## config.mk

```make
export PLATFORM = sky130hd
export DESIGN_NAME = tai_top
export DESIGN_NICKNAME = d
export VERILOG_FILES = /design/src/core/tai_pkg.sv /design/src/core/tai_interval_counter.sv /design/src/core/tai_top.sv
export VERILOG_INCLUDE_DIRS = /design/src /design/src/core
export SDC_FILE = /design/constraint.sdc
export NUM_CORES = 1
export LEC_CHECK = 0
export BUFFER_PORTS_ARGS = -buffer_cell sky130_fd_sc_hd__buf_2
export CAP_MARGIN = 20
export CELL_PAD_IN_SITES_DETAIL_PLACEMENT = 1
export CELL_PAD_IN_SITES_GLOBAL_PLACEMENT = 1
export CORE_AREA = 4 4 99 101
export DETAILED_ROUTE_END_ITERATION = 8
export DIE_AREA = 0 0 103 105
export PLACE_DENSITY_LB_ADDON = 0.1
export SETUP_SLACK_MARGIN = 0.2
export SLEW_MARGIN = 20
export SYNTH_ARGS = -nofsm -noshare
export SYNTH_HDL_FRONTEND = slang
export SYNTH_SLANG_ARGS = --single-unit
```

## constraint.sdc

```tcl
create_clock -name clock -period 4.1 [get_ports clock]
set_input_delay 1.025 -clock clock [delete_from_list [all_inputs] [get_ports clock]]
set_output_delay 1.025 -clock clock [all_outputs]
set_load 0.005 [all_outputs]
```

## src/core/tai_consts.svh

```systemverilog
// Constants for the threshold adjust interval decoder.
// Assumes inclusion by bare name from core files and from the sim bench.
`ifndef TAI_CONSTS_SVH
`define TAI_CONSTS_SVH

// Register offsets on the plain register port
`define TAI_ADDR_COMPANION 8'h36
`define TAI_ADDR_CONFIG    8'h37
`define TAI_ADDR_STATUS    8'hF0

// Reset values
`define TAI_CONFIG_RESET    8'h00
`define TAI_COMPANION_RESET 8'h00
`define TAI_COUNT_RESET     12'h000
`define TAI_RDATA_IDLE      8'h00

// Field positions in the configuration register
`define TAI_R1_MSB    2
`define TAI_R1_LSB    0
`define TAI_LOCAL_MSB 5
`define TAI_LOCAL_LSB 3
`define TAI_R2LO_MSB  7
`define TAI_R2LO_LSB  6
// Remote 2 code top bit in the companion register
`define TAI_R2HI_BIT  0

// Decrease interval for code 000, in monitoring cycles
`define TAI_DEC_BASE  12'h008
`define TAI_COUNT_ONE 12'h001

`endif

```

## src/core/tai_pkg.sv

```systemverilog
// Types and decode helpers for the threshold adjust interval decoder.
// Assumes tai_consts.svh sits beside this file.
`include "tai_consts.svh"

package tai_pkg;

	// Interval count width: 12 bits, holds up to 4095 cycles
	typedef logic [11:0] tai_count_t;
	typedef logic [2:0]  tai_code_t;

	// Per-channel control from the adjustment loop
	typedef struct packed {
		logic enable;
		logic restart;
	} tai_chan_ctl_s;

	// Per-channel interval state back to the loop
	typedef struct packed {
		logic dec_ready;
		logic inc_ready;
	} tai_chan_stat_s;

	// Decrease interval: base times two to the code
	function automatic tai_count_t tai_decrease_cycles(input tai_code_t code);
		tai_decrease_cycles = tai_count_t'(`TAI_DEC_BASE << code);
	endfunction

	// Increase interval: twice the decrease interval
	function automatic tai_count_t tai_increase_cycles(input tai_code_t code);
		tai_increase_cycles = tai_count_t'(`TAI_DEC_BASE << code) << 1;
	endfunction

endpackage

```

## src/core/tai_interval_counter.sv

```systemverilog
// One channel's interval counter for start temperature adjustments.
// Assumes a one-cycle monitor tick and restart pulse on the same clock.
`include "tai_consts.svh"

module tai_interval_counter
	import tai_pkg::*;
(
	// Clock and reset
	input  wire logic       clock,
	input  wire logic       reset_n,
	// Timing and control
	input  wire logic       tick,
	input  wire tai_code_t  code,
	input  wire tai_chan_ctl_s ctl,
	// Interval state
	output tai_chan_stat_s  stat,
	output tai_count_t      count
);

	tai_count_t next_count;
	tai_count_t dec_cycles;
	tai_count_t inc_cycles;

	// Both thresholds come from the same code
	assign dec_cycles = tai_decrease_cycles(code);
	assign inc_cycles = tai_increase_cycles(code);

	// Count ticks since the last adjustment, saturating at the longer interval
	always_comb begin
		next_count = count;
		if (!ctl.enable || ctl.restart) begin
			next_count = `TAI_COUNT_RESET;
		end else if (tick && count < inc_cycles) begin
			next_count = count + `TAI_COUNT_ONE;
		end
	end

	always_ff @(posedge clock or negedge reset_n) begin
		if (!reset_n) begin
			count <= `TAI_COUNT_RESET;
		end else begin
			count <= next_count;
		end
	end

	// Ready flags compare against the live code, so a code change acts at once
	assign stat = '{dec_ready: ctl.enable && (count >= dec_cycles),
		inc_ready: ctl.enable && (count >= inc_cycles)};

	a_restart_clears: assert property (@(posedge clock) disable iff (!reset_n)
		ctl.restart |=> count == `TAI_COUNT_RESET)
		else $error("count not cleared after restart");

	a_inc_after_dec: assert property (@(posedge clock) disable iff (!reset_n)
		stat.inc_ready |-> stat.dec_ready && count >= (dec_cycles << 1))
		else $error("increase ready before twice the decrease interval");

	a_dec_on_time: assert property (@(posedge clock) disable iff (!reset_n)
		(tick && ctl.enable && !ctl.restart && count == dec_cycles - `TAI_COUNT_ONE
		&& $stable(code)) ##1 ($stable(code) && ctl.enable) |-> stat.dec_ready)
		else $error("decrease interval not reached on its tick");

endmodule

```

## src/core/tai_top.sv

```systemverilog
// Threshold adjust interval decoder: register file plus three channel counters.
// Assumes the monitor tick and lock come from logic on the same clock.
//
// Functional notes
// - Local interval code sits in config bits [5:3], read and write.
// - Each channel waits its coded number of monitor cycles between adjustments.
// - Decrease interval is 8 cycles times two to the code.
// - Increase interval is twice the decrease interval.
// - Remote 2 code low two bits sit in config bits [7:6].
// - Remote 2 top bit comes from the companion register at 0x36.
// - Remote 1 code sits in config bits [2:0], same table.
// - Remote 2 top bit is companion register bit 0.
// - Once locked, config writes are ignored until power cycles; here writes are blocked only while config_lock is high.
//
// Added by the designer: the address-and-strobe port and the register offsets.
`include "tai_consts.svh"

module tai_top
	import tai_pkg::*;
#(
	parameter int NUM_CHAN = 3
)
(
	// Clock and reset
	input  wire logic          clock,
	input  wire logic          reset_n,
	// Register port
	input  wire logic [7:0]    reg_addr,
	input  wire logic [7:0]    reg_wdata,
	input  wire logic          reg_write,
	input  wire logic          reg_read,
	output logic [7:0]         reg_rdata,
	// Lock from the configuration register
	input  wire logic          config_lock,
	// Monitoring cycle tick
	input  wire logic          monitor_tick,
	// Channels: 0 local, 1 remote 1, 2 remote 2
	input  wire tai_chan_ctl_s chan_ctl  [NUM_CHAN],
	output tai_chan_stat_s     chan_stat [NUM_CHAN],
	// Decoded codes for the adjustment loop
	output tai_code_t          local_interval_code,
	output tai_code_t          remote1_interval_code,
	output tai_code_t          remote2_interval_code
);

	logic [7:0] interval_config;
	logic [7:0] next_interval_config;
	logic       companion_msb;
	logic       next_companion_msb;
	logic [7:0] next_reg_rdata;
	logic [7:0] status_bits;
	logic       write_ok;
	tai_code_t  codes [NUM_CHAN];

	// Lock gates every write to both lockable registers
	assign write_ok = reg_write && !config_lock;

	// Register writes
	always_comb begin
		next_interval_config = interval_config;
		next_companion_msb   = companion_msb;
		if (write_ok && reg_addr == `TAI_ADDR_CONFIG) begin
			next_interval_config = reg_wdata;
		end
		if (write_ok && reg_addr == `TAI_ADDR_COMPANION) begin
			next_companion_msb = reg_wdata[`TAI_R2HI_BIT];
		end
	end

	always_ff @(posedge clock or negedge reset_n) begin
		if (!reset_n) begin
			interval_config <= `TAI_CONFIG_RESET;
			companion_msb   <= 1'(`TAI_COMPANION_RESET >> `TAI_R2HI_BIT);
		end else begin
			interval_config <= next_interval_config;
			companion_msb   <= next_companion_msb;
		end
	end

	// Field decode into per-channel codes
	assign local_interval_code   = interval_config[`TAI_LOCAL_MSB:`TAI_LOCAL_LSB];
	assign remote1_interval_code = interval_config[`TAI_R1_MSB:`TAI_R1_LSB];
	assign remote2_interval_code = {companion_msb,
		interval_config[`TAI_R2LO_MSB:`TAI_R2LO_LSB]};
	assign codes[0] = local_interval_code;
	assign codes[1] = remote1_interval_code;
	assign codes[2] = remote2_interval_code;

	// One counter per channel, all on the shared tick
	for (genvar i = 0; i < NUM_CHAN; i++) begin : g_chan
		tai_interval_counter u_counter (
			.clock   (clock),
			.reset_n (reset_n),
			.tick    (monitor_tick),
			.code    (codes[i]),
			.ctl     (chan_ctl[i]),
			.stat    (chan_stat[i]),
			.count   ()
		);
	end

	// Status: ready flags packed two per channel, top bits zero
	always_comb begin
		status_bits = 8'h00;
		for (int i = 0; i < NUM_CHAN; i++) begin
			status_bits[2 * i]     = chan_stat[i].dec_ready;
			status_bits[2 * i + 1] = chan_stat[i].inc_ready;
		end
	end

	// Read data stands only in the cycle after the read strobe
	always_comb begin
		next_reg_rdata = `TAI_RDATA_IDLE;
		if (reg_read) begin
			case (reg_addr)
				`TAI_ADDR_CONFIG: begin
					next_reg_rdata = interval_config;
				end
				`TAI_ADDR_COMPANION: begin
					next_reg_rdata = {7'h00, companion_msb};
				end
				`TAI_ADDR_STATUS: begin
					next_reg_rdata = status_bits;
				end
				default: begin
					next_reg_rdata = `TAI_RDATA_IDLE; // Unmapped reads as zero
				end
			endcase
		end
	end

	always_ff @(posedge clock or negedge reset_n) begin
		if (!reset_n) begin
			reg_rdata <= `TAI_RDATA_IDLE;
		end else begin
			reg_rdata <= next_reg_rdata;
		end
	end

	// Checks on register behaviour and decode

	a_cfg_write_takes: assert property (@(posedge clock) disable iff (!reset_n)
		reg_write && !config_lock && reg_addr == `TAI_ADDR_CONFIG
		|=> interval_config == $past(reg_wdata))
		else $error("config write not stored");

	a_lock_blocks_write: assert property (@(posedge clock) disable iff (!reset_n)
		config_lock |=> $stable(interval_config) && $stable(companion_msb))
		else $error("locked register changed");

	a_remote2_join: assert property (@(posedge clock) disable iff (!reset_n)
		reg_write && !config_lock && reg_addr == `TAI_ADDR_COMPANION
		|=> remote2_interval_code[2] == $past(reg_wdata[`TAI_R2HI_BIT]))
		else $error("remote 2 top bit not taken from companion");

	a_remote2_low: assert property (@(posedge clock) disable iff (!reset_n)
		reg_write && !config_lock && reg_addr == `TAI_ADDR_CONFIG
		|=> remote2_interval_code[1:0] == $past(reg_wdata[7:6]))
		else $error("remote 2 low bits wrong");

	a_local_field: assert property (@(posedge clock) disable iff (!reset_n)
		reg_write && !config_lock && reg_addr == `TAI_ADDR_CONFIG
		|=> local_interval_code == $past(reg_wdata[5:3]))
		else $error("local code field wrong");

	a_remote1_field: assert property (@(posedge clock) disable iff (!reset_n)
		reg_write && !config_lock && reg_addr == `TAI_ADDR_CONFIG
		|=> remote1_interval_code == $past(reg_wdata[2:0]))
		else $error("remote 1 code field wrong");

	a_read_config: assert property (@(posedge clock) disable iff (!reset_n)
		reg_read && reg_addr == `TAI_ADDR_CONFIG |=> reg_rdata == $past(interval_config))
		else $error("config read data wrong");

	// Read port data and its idle level
	a_read_companion: assert property (@(posedge clock) disable iff (!reset_n)
		reg_read && reg_addr == `TAI_ADDR_COMPANION
		|=> reg_rdata == {7'h00, $past(companion_msb)})
		else $error("companion read data wrong");

	a_read_status: assert property (@(posedge clock) disable iff (!reset_n)
		reg_read && reg_addr == `TAI_ADDR_STATUS |=> reg_rdata == $past(status_bits))
		else $error("status read data wrong");

	a_rdata_idle: assert property (@(posedge clock) disable iff (!reset_n)
		!reg_read |=> reg_rdata == `TAI_RDATA_IDLE)
		else $error("read data held past its cycle");

	// Registers move only on an accepted write, so a stray strobe cannot retune a loop
	a_config_hold: assert property (@(posedge clock) disable iff (!reset_n)
		!(reg_write && !config_lock && reg_addr == `TAI_ADDR_CONFIG)
		|=> $stable(interval_config))
		else $error("config changed without a write");

	a_companion_hold: assert property (@(posedge clock) disable iff (!reset_n)
		!(reg_write && !config_lock && reg_addr == `TAI_ADDR_COMPANION)
		|=> $stable(companion_msb))
		else $error("companion changed without a write");

	a_local_ready_rise: assert property (@(posedge clock) disable iff (!reset_n)
		$rose(chan_stat[0].dec_ready) |-> $past(monitor_tick) || $changed(local_interval_code))
		else $error("local ready rose without a tick");

	a_restart_drops: assert property (@(posedge clock) disable iff (!reset_n)
		chan_ctl[0].restart && chan_ctl[0].enable ##1 chan_ctl[0].enable
		|-> !chan_stat[0].dec_ready && !chan_stat[0].inc_ready)
		else $error("ready still set after restart");

	// Remote channels: ready rises only on a tick or a code change, and remote 2 ready drops on restart
	a_remote1_ready_rise: assert property (@(posedge clock) disable iff (!reset_n)
		$rose(chan_stat[1].dec_ready) |-> $past(monitor_tick) || $changed(remote1_interval_code))
		else $error("remote 1 ready rose without a tick");

	a_remote2_ready_rise: assert property (@(posedge clock) disable iff (!reset_n)
		$rose(chan_stat[2].dec_ready) |-> $past(monitor_tick) || $changed(remote2_interval_code))
		else $error("remote 2 ready rose without a tick");

	a_remote2_restart: assert property (@(posedge clock) disable iff (!reset_n)
		chan_ctl[2].restart && chan_ctl[2].enable ##1 chan_ctl[2].enable
		|-> !chan_stat[2].dec_ready && !chan_stat[2].inc_ready)
		else $error("remote 2 ready still set after restart");

endmodule

```

# Word-level counts from Yosys, hierarchy flattened
# Index checks and enable logic that the tools add are counted.
# classes
n_mul	0
n_shift	3
bitwise_logic	0
n_addsub	3
magnitude_cmp	9
div_mod_pow	0
eq_ne	3
reduce_logical	22
n_mux	8
# op_table
cell	n
>= comparator 12 bit	6
2-to-1 mux 12 bit	6
adder 12 x 1 -> 12 bit, second input constant	3
less-than comparator 12 bit	3
left shift 4 x 3 -> 12 bit, first input constant	3
case mux 8 bit (3 select lines)	1
equality test 8 x 6 -> 1 bit, second input constant	2
logical AND 1 bit	12
equality test 8 bit, second input constant	1
2-to-1 mux 8 bit	1
nonzero test 2 bit	3
zero test 1 bit	4
logical OR 1 bit	3
# word_totals
inputBits	28
out_inout_bits	23
rom_bits	0
ff_bits	53
latch_bits	0
n_memories	0
ram_bits	0

# Longest topological paths before layout
# Gate-level depths: netlist of run 1.
# depth
word_depth	5
depth_mapped	10
ltp_nobuf	8

# Cells and area by module
# Synthesis of run 1 repeated with hierarchy kept, for this count alone.
# unflattened
cells_unflattened	402
area_unflattened_um2	4016.4
# by_module_without_submodules
module	area_each_um2	cells_each	n_inst
tai_interval_counter (g_chan[0].u_counter)	1134.8	118	1
tai_interval_counter (g_chan[2].u_counter)	1068.5	119	1
tai_interval_counter (g_chan[1].u_counter)	1057.3	117	1
tai_top	755.7	48	1

# Worst setup path after synthesis of run 1
# OpenSTA, ideal clock, no wires.
# synth_path
path_kind	flip-flop to output port
from	reg interval_config[1]
to	out chan_stat[2] (netlist name)
slack_ns	0.842
path_stages_with_launch	9
path_buffers	2
arrival_ns	2.233
path_cell_list	dfrtp_1 > clkbuf_1 > or3b_2 > ha_1 > o211ai_1 > a211oi_1 > buf_6 > nor2_1 > nor2b_1
# synth_lines
item	line_no	text
start, declared	tai_top.sv:46	logic [7:0] interval_config;
start signal, assigned	tai_top.sv:72	interval_config <= `TAI_CONFIG_RESET;
start signal, assigned	tai_top.sv:75	interval_config <= next_interval_config;
end, declared	tai_top.sv:39	output tai_chan_stat_s chan_stat [NUM_CHAN],

==> results of run 1 <==
==> power groups by stage <==
stage	logic (uW)	registers, uW	clock network, uW
after floorplan	61.9	541	0
after global placement	102	545	0
after detailed placement	105	546	0
after CTS	108	536	327
after global routing	124	537	348
final	110	535	318
==> metrics by stage <==
stage	setup slack, ns	total power [uW]
3_3_place_gp	0.527	647
4_1_cts	0.245	971
3_5_place_dp	0.453	651
5_1_grt	0.245	1010
6_report	0.320	963
2_1_floorplan	0.842	602
==> repair_timing <==
action                                  4_1_cts  5_1_grt
resized for setup                             2        2
endpoints found under the setup margin        2        3
hold buffers                                  0        0
gates cloned                                  0        0
setup buffers                                 0        4
pin swaps                                     0        2
==> final cells by class <==
cell class                      count  area (um2)
Clock inverter                      3        25.0
Sequential cell                    53        1330
Tap cell                          111         139
Timing Repair Buffer               58         310
Inverter                           11        41.3
Fill cell                        1075        4640
Clock buffer                        5        68.8
Multi-Input combinational cell    327        2470
==> synthesized netlist by cell type (all sizes together) (8+ instances only) <==
cell / instances / area (um2)
nor3: 18 / 90.1
nor4: 9 / 68.8
nand3: 15 / 75.1
ha: 54 / 676
inv: 11 / 41.3
nand2: 24 / 90.1
clkbuf: 13 / 50.0
a211oi: 12 / 133
o21ai: 18 / 97.6
mux2: 9 / 101
nor2b: 8 / 50.1
dfrtp: 53 / 1330
xnor2: 29 / 254
nand4: 12 / 75.1
nand3b: 9 / 67.6
nor2: 46 / 173
==> state kept, by name, summed over array words and instances, names as in the netlist <==
| register | flops |
|---|---|
| companion_msb | 1 |
| g_chan.u_counter.count | 36 |
| interval_config | 8 |
| reg_rdata | 8 |
==> worst reg2reg max path: stages, from the launching register on <==
cell,delay [ns]
dfrtp_1,0.53
or3b_2,0.51
ha_1,0.32
a211oi_2,0.31
a211oi_4,0.13
buf_4,0.19
nor4_2,0.46
a31o_2,0.22
a21oi_1,0.06
==> worst paths after layout <==
check	startpoint	endpoint	slack, ns	depth (start not counted)
max in group asynchronous	reset_n	g_chan[1].u_counter.count[7]$_DFFE_PN0P_	2.50	2
min	g_chan[1].u_counter.count[2]$_DFFE_PN0P_	g_chan[1].u_counter.count[2]$_DFFE_PN0P_	0.60	2
min reg2reg	g_chan[1].u_counter.count[2]$_DFFE_PN0P_	g_chan[1].u_counter.count[2]$_DFFE_PN0P_	0.60	2
max	interval_config[1]$_DFFE_PN0P_	chan_stat[3]	0.32	8
max reg2reg	interval_config[7]$_DFFE_PN0P_	g_chan[2].u_counter.count[11]$_DFFE_PN0P_	1.24	8
min in group asynchronous	reset_n	g_chan[1].u_counter.count[9]$_DFFE_PN0P_	0.81	1
==> kinds of logic (layout without fill, tap and decap cells) <==
group,count (synthesis),after routing
AND/OR/NAND/NOR,174,174
buffers and inverters,29,77
AO/OA/AOI/OAI,59,59
multiplexers,11,11
flip-flops,53,53
adder cells (fa/ha/maj),54,54
XOR/XNOR,29,29
==> layer usage <==
| layer | track usage (%) | vias up | share of wire [%] |
|---|---|---|---|
| met5 | 0 | - | 0 |
| met4 | 3.52 | 0 | 0.78 |
| met3 | 2.20 | 6 | 2.4 |
| met2 | 33.0 | 33 | 51 |
| met1 | 25.9 | 1547 | 46 |
| li1 | - | 1562 | - |
==> results.txt, run 1 <==
Outcome: finished, final reports clean
Vias in the first global route: 3301
Leading cell types in the layout, fill and taps excluded: ha_1 (54), dfrtp_1 (53), buf_2 (50), nor2_1 (46), xnor2_1 (29)
Core ar.: 9020 um2
WP data arrival: 2.76 ns
RSZ-0062 raised after global routing: false
Worst hold slack: 0.596 ns
Gate power share: 11.4%
Delay-heaviest family, CP: compound AO/OA/AOI/OAI gates
Simple-gate share of the synthesized area: 24.4%
Adder-cell share of the synthesized area: 17.3%
Routed vias/inst: 5.54
First-pass iteration count of the detailed router: 4
Worst path slowest cell: or3b_2
Placed Instance Area: 4230 um2
Largest net degree at the start of global routing: 36
CP startpoint kind: register
Total Routing Usage GR: 19.2%
Global-route wire length before repair: 16600 um
Power per cell area: 220 nW/um2
Cell mode on critical path: o21ai_0
DRC violations left: 0
CTS root buf: clkbuf_8
CP Max Fanout: 11
Clock power share: 33.0%
Die Width: 103 um
Routed WL per cell: 17.5 um
Syn_area_per_cell: 9.54 um2
Util after Layout: 48.5%
Rel. slew slack: 42.8%
CP required: 3.07 ns
Layout area overhead: 12.1%
Row Count: 35
Worst Skew: 0.0109 ns
Part of the power in registers: 55.6%
Dpl cells: 556
Port Buffer Count: 50
Critical path endpoint category: output port
Clock sink count: 53
Cells after Synth: 409
Post-Syn Area: 3900 um2
# Max-Cap Violations: 0
Diodes inserted: 0
XOR/XNOR share of the synthesized area: 6.51%
Final WL: 9930 um
Post-detailed-route count of antenna-violating nets: 0
Gr ovfl total: 0
Worst-skew pair later-pin latency: 0.31 ns
Max Clk Rate: 265 MHz
Most used DFF post-synth: dfrtp_1
Fin crit share: 92.2%
Most common cell after layout, fill and taps aside: ha_1
CP Buf/Inv Count: 1
Async S/R FF share, synth: 100%
Ys Warns: 0
GP Congestion: 0.795
Minimum clock period: 3.78 ns
Min-Delay Path Class: register to register
Yosys reg bits: 53
Sw Pwr: 267 uW
Initial Utilization: 43.3%
CTS tree: built
Via Count: 3148
Synth Area in Compound Gates: 11.3%
Detailed Route Iter0 Violations: 89
Top Ports: 51
Worst-Margin Slew: 0.858 ns
Final setup viols: 0
Syn_nets: 491
Final Cell Area: 4380 um2
Final Slew Violations: 0
Crit-path max cell delay: 0.55 ns
Final #Nets: 538
Clock Pin Slew Worst Setup and Hold Paths: 0.11 ns
Final Non-Filler Cells: 568
Clock Path Buffers: 2
Switch share: 27.7%
Antenna violations before repair: 0
VDD IR max: 0.111 mV
Inserted Clock Buffers: 5
P_leak: 0.00197 uW
DIE AREA: 10800 um2
Worst path cell trace: or3b_2 -> ha_1 -> o21ai_0 -> a22oi_1 -> a21oi_1 -> o21ai_0 -> and2_1 -> buf_2
Main combinational cell family by area after synthesis: simple AND/OR/NAND/NOR gates
Final hold violations: 0
Final setup TNS: 0 ns
H-tree depth: 2
Internal: 697 uW
Number of synthesized flops with an enable pin: 0
Final HPWL DP: 7860 um
Worst setup path category: register to output port
Cell variety after synth: 52
Post-synthesis mux area share: 3.11%
Share of cells above drive strength 1: 21.7%
Die H: 105 um
Sequential-to-total area share from yosys stat: 34.0%
Power figures use the tool's default switching activity.
==> run 2, diff against run 1 <==
--- a/config.mk
+++ b/config.mk
@@ -11,8 +11,10 @@
 export CELL_PAD_IN_SITES_DETAIL_PLACEMENT = 1
 export CELL_PAD_IN_SITES_GLOBAL_PLACEMENT = 1
 export CORE_AREA = 4 4 99 101
+export CTS_BUF_LIST = sky130_fd_sc_hd__clkbuf_4 sky130_fd_sc_hd__clkbuf_8 sky130_fd_sc_hd__clkbuf_16
 export DETAILED_ROUTE_END_ITERATION = 8
 export DIE_AREA = 0 0 103 105
+export GPL_TIMING_DRIVEN = 0
 export PLACE_DENSITY_LB_ADDON = 0.1
 export SETUP_SLACK_MARGIN = 0.2
 export SLEW_MARGIN = 20
==> results.txt, run 2 (synthesis gave the netlist of run 1 again) <==
Outcome: finished, final reports clean
Final Slew Violations: 0
Crit-path max cell delay: 0.51 ns
Share of cells above drive strength 1: 23.6%
DIE AREA: 10800 um2
Vias in the first global route: 3547
Worst Skew: 0.0150 ns
Most common cell after layout, fill and taps aside: ha_1
VDD IR max: 0.124 mV
Clock Path Buffers: 2
Via Count: 3268
Worst-skew pair later-pin latency: 0.32 ns
Row Count: 35
Part of the power in registers: 51.8%
Worst-Margin Slew: 0.708 ns
Power per cell area: 229 nW/um2
Largest net degree at the start of global routing: 54
Die H: 105 um
Clock power share: 36.7%
Rel. slew slack: 52.4%
Detailed Route Iter0 Violations: 87
DRC violations left: 0
Leading cell types in the layout, fill and taps excluded: ha_1 (54), dfrtp_1 (53), buf_2 (51), nor2_1 (46), xnor2_1 (29)
Max Clk Rate: 267 MHz
CP required: 3.07 ns
Max FFs per register: 36
Clock sink count: 53
Pre-CTS setup slack: 0.352 ns
Final setup TNS: 0 ns
Final hold violations: 0
Core ar.: 9020 um2
Gate power share: 11.6%
Clock Pin Slew Worst Setup and Hold Paths: 0.11 ns
Post-detailed-route count of antenna-violating nets: 0
Inserted Clock Buffers: 5
Initial Utilization: 43.3%
Internal: 758 uW
P_leak: 0.00204 uW
Worst setup path category: register to output port
Switch share: 26.0%
Delay-heaviest family, CP: simple AND/OR/NAND/NOR gates
Antenna violations before repair: 0
RSZ-0062 raised after global routing: false
Global-route wire length before repair: 17300 um
Total Routing Usage GR: 19.8%
# Max-Cap Violations: 0
Min-Delay Path Class: register to register
Routed WL per cell: 17.7 um
H-tree depth: 2
Biggest register: g_chan.u_counter.count
Largest registers: g_chan.u_counter.count (36), interval_config (8), reg_rdata (8)
CP Max Fanout: 10
Final WS setup: 0.359 ns
WP data arrival: 2.72 ns
Top Ports: 51
Worst path slowest cell: or3b_2
Sw Pwr: 267 uW
Port Buffer Count: 50
CP startpoint kind: register
Final WL: 10300 um
CTS root buf: clkbuf_8
CTS tree: built
Gr ovfl total: 0
Minimum clock period: 3.74 ns
Final setup viols: 0
Layout area overhead: 14.5%
Final HPWL DP: 8000 um
Worst path cell trace: clkbuf_1 -> or3b_2 -> ha_1 -> a211oi_2 -> a211oi_2 -> buf_4 -> nor3_2 -> nor2b_1 -> buf_2
First-pass iteration count of the detailed router: 4
Diodes inserted: 0
GP Congestion: 0.786
Die Width: 103 um
Fin crit share: 91.2%
CP Buf/Inv Count: 3
Critical path endpoint category: output port
Cell mode on critical path: a211oi_2
Routed vias/inst: 5.62
Final #Nets: 552
[run 2: power by group through the flow]
stage          clock, uW  sequential, uW  combinational [uW]
3_5_place_dp           0             541                 114
3_3_place_gp           0             541                 111
4_1_cts              393             531                 117
2_1_floorplan          0             541                61.9
6_report             376             531                 119
5_1_grt              409             532                 133
[run 2: stage by stage]
stage,power (uW),std cells,area [um2],hold WS [ns],utilization (%)
3_5_place_dp,655,570,4300,0.582,47.6
5_1_grt,1070,582,4470,0.652,49.5
3_3_place_gp,652,570,4290,0.573,47.6
2_1_floorplan,602,409,3900,0.535,-
6_report,1030,582,4470,0.591,49.5
4_1_cts,1040,579,4430,0.600,49.1
[run 2: what timing repair did]
action	in CTS	in global routing
setup endpoints to repair	3	5
hold buffers	0	0
buffers inserted	1	3
pin swaps	1	2
gates resized for setup	4	17
[run 2: final cells by class]
class | instances | area, um2
clock inverters | 3 | 46.3
clock buffers | 5 | 68.8
repair buffers | 54 | 283
multi-input cells | 327 | 2460
fillers | 1063 | 4550
plain buffers | 18 | 103
inverters | 11 | 41.3
well taps | 111 | 139
flip-flops and latches | 53 | 1330
[run 2: final timing paths]
| kind | to | from | slack (ns) | cells past startpoint |
|---|---|---|---|---|
| worst max-delay path | chan_stat[4] | interval_config[5]$_DFFE_PN0P_ | 0.36 | 9 |
| worst min-delay path | g_chan[0].u_counter.count[1]$_DFFE_PN0P_ | g_chan[0].u_counter.count[1]$_DFFE_PN0P_ | 0.59 | 2 |
| worst max register to register | g_chan[1].u_counter.count[10]$_DFFE_PN0P_ | interval_config[1]$_DFFE_PN0P_ | 1.27 | 10 |
| worst min register to register | g_chan[0].u_counter.count[1]$_DFFE_PN0P_ | g_chan[0].u_counter.count[1]$_DFFE_PN0P_ | 0.59 | 2 |
| max in group asynchronous | reg_rdata[4]$_DFF_PN0_ | reset_n | 2.89 | 1 |
| min in group asynchronous | g_chan[1].u_counter.count[10]$_DFFE_PN0P_ | reset_n | 0.74 | 1 |
[run 2: worst min-delay path: stages, from the launching register on]
cell and delay (ns):
dfrtp_1 0.42, o21ai_0 0.08, a21oi_1 0.06
[run 2: per-layer routing]
metal | track usage, % | wire, um | part of all wire [%]
met1 | 24.6 | 4470 | 43
met2 | 35.7 | 5340 | 52
met3 | 2.87 | 320 | 3.1
met4 | 4.35 | 146 | 1.4
met5 | 0 | 0 | 0
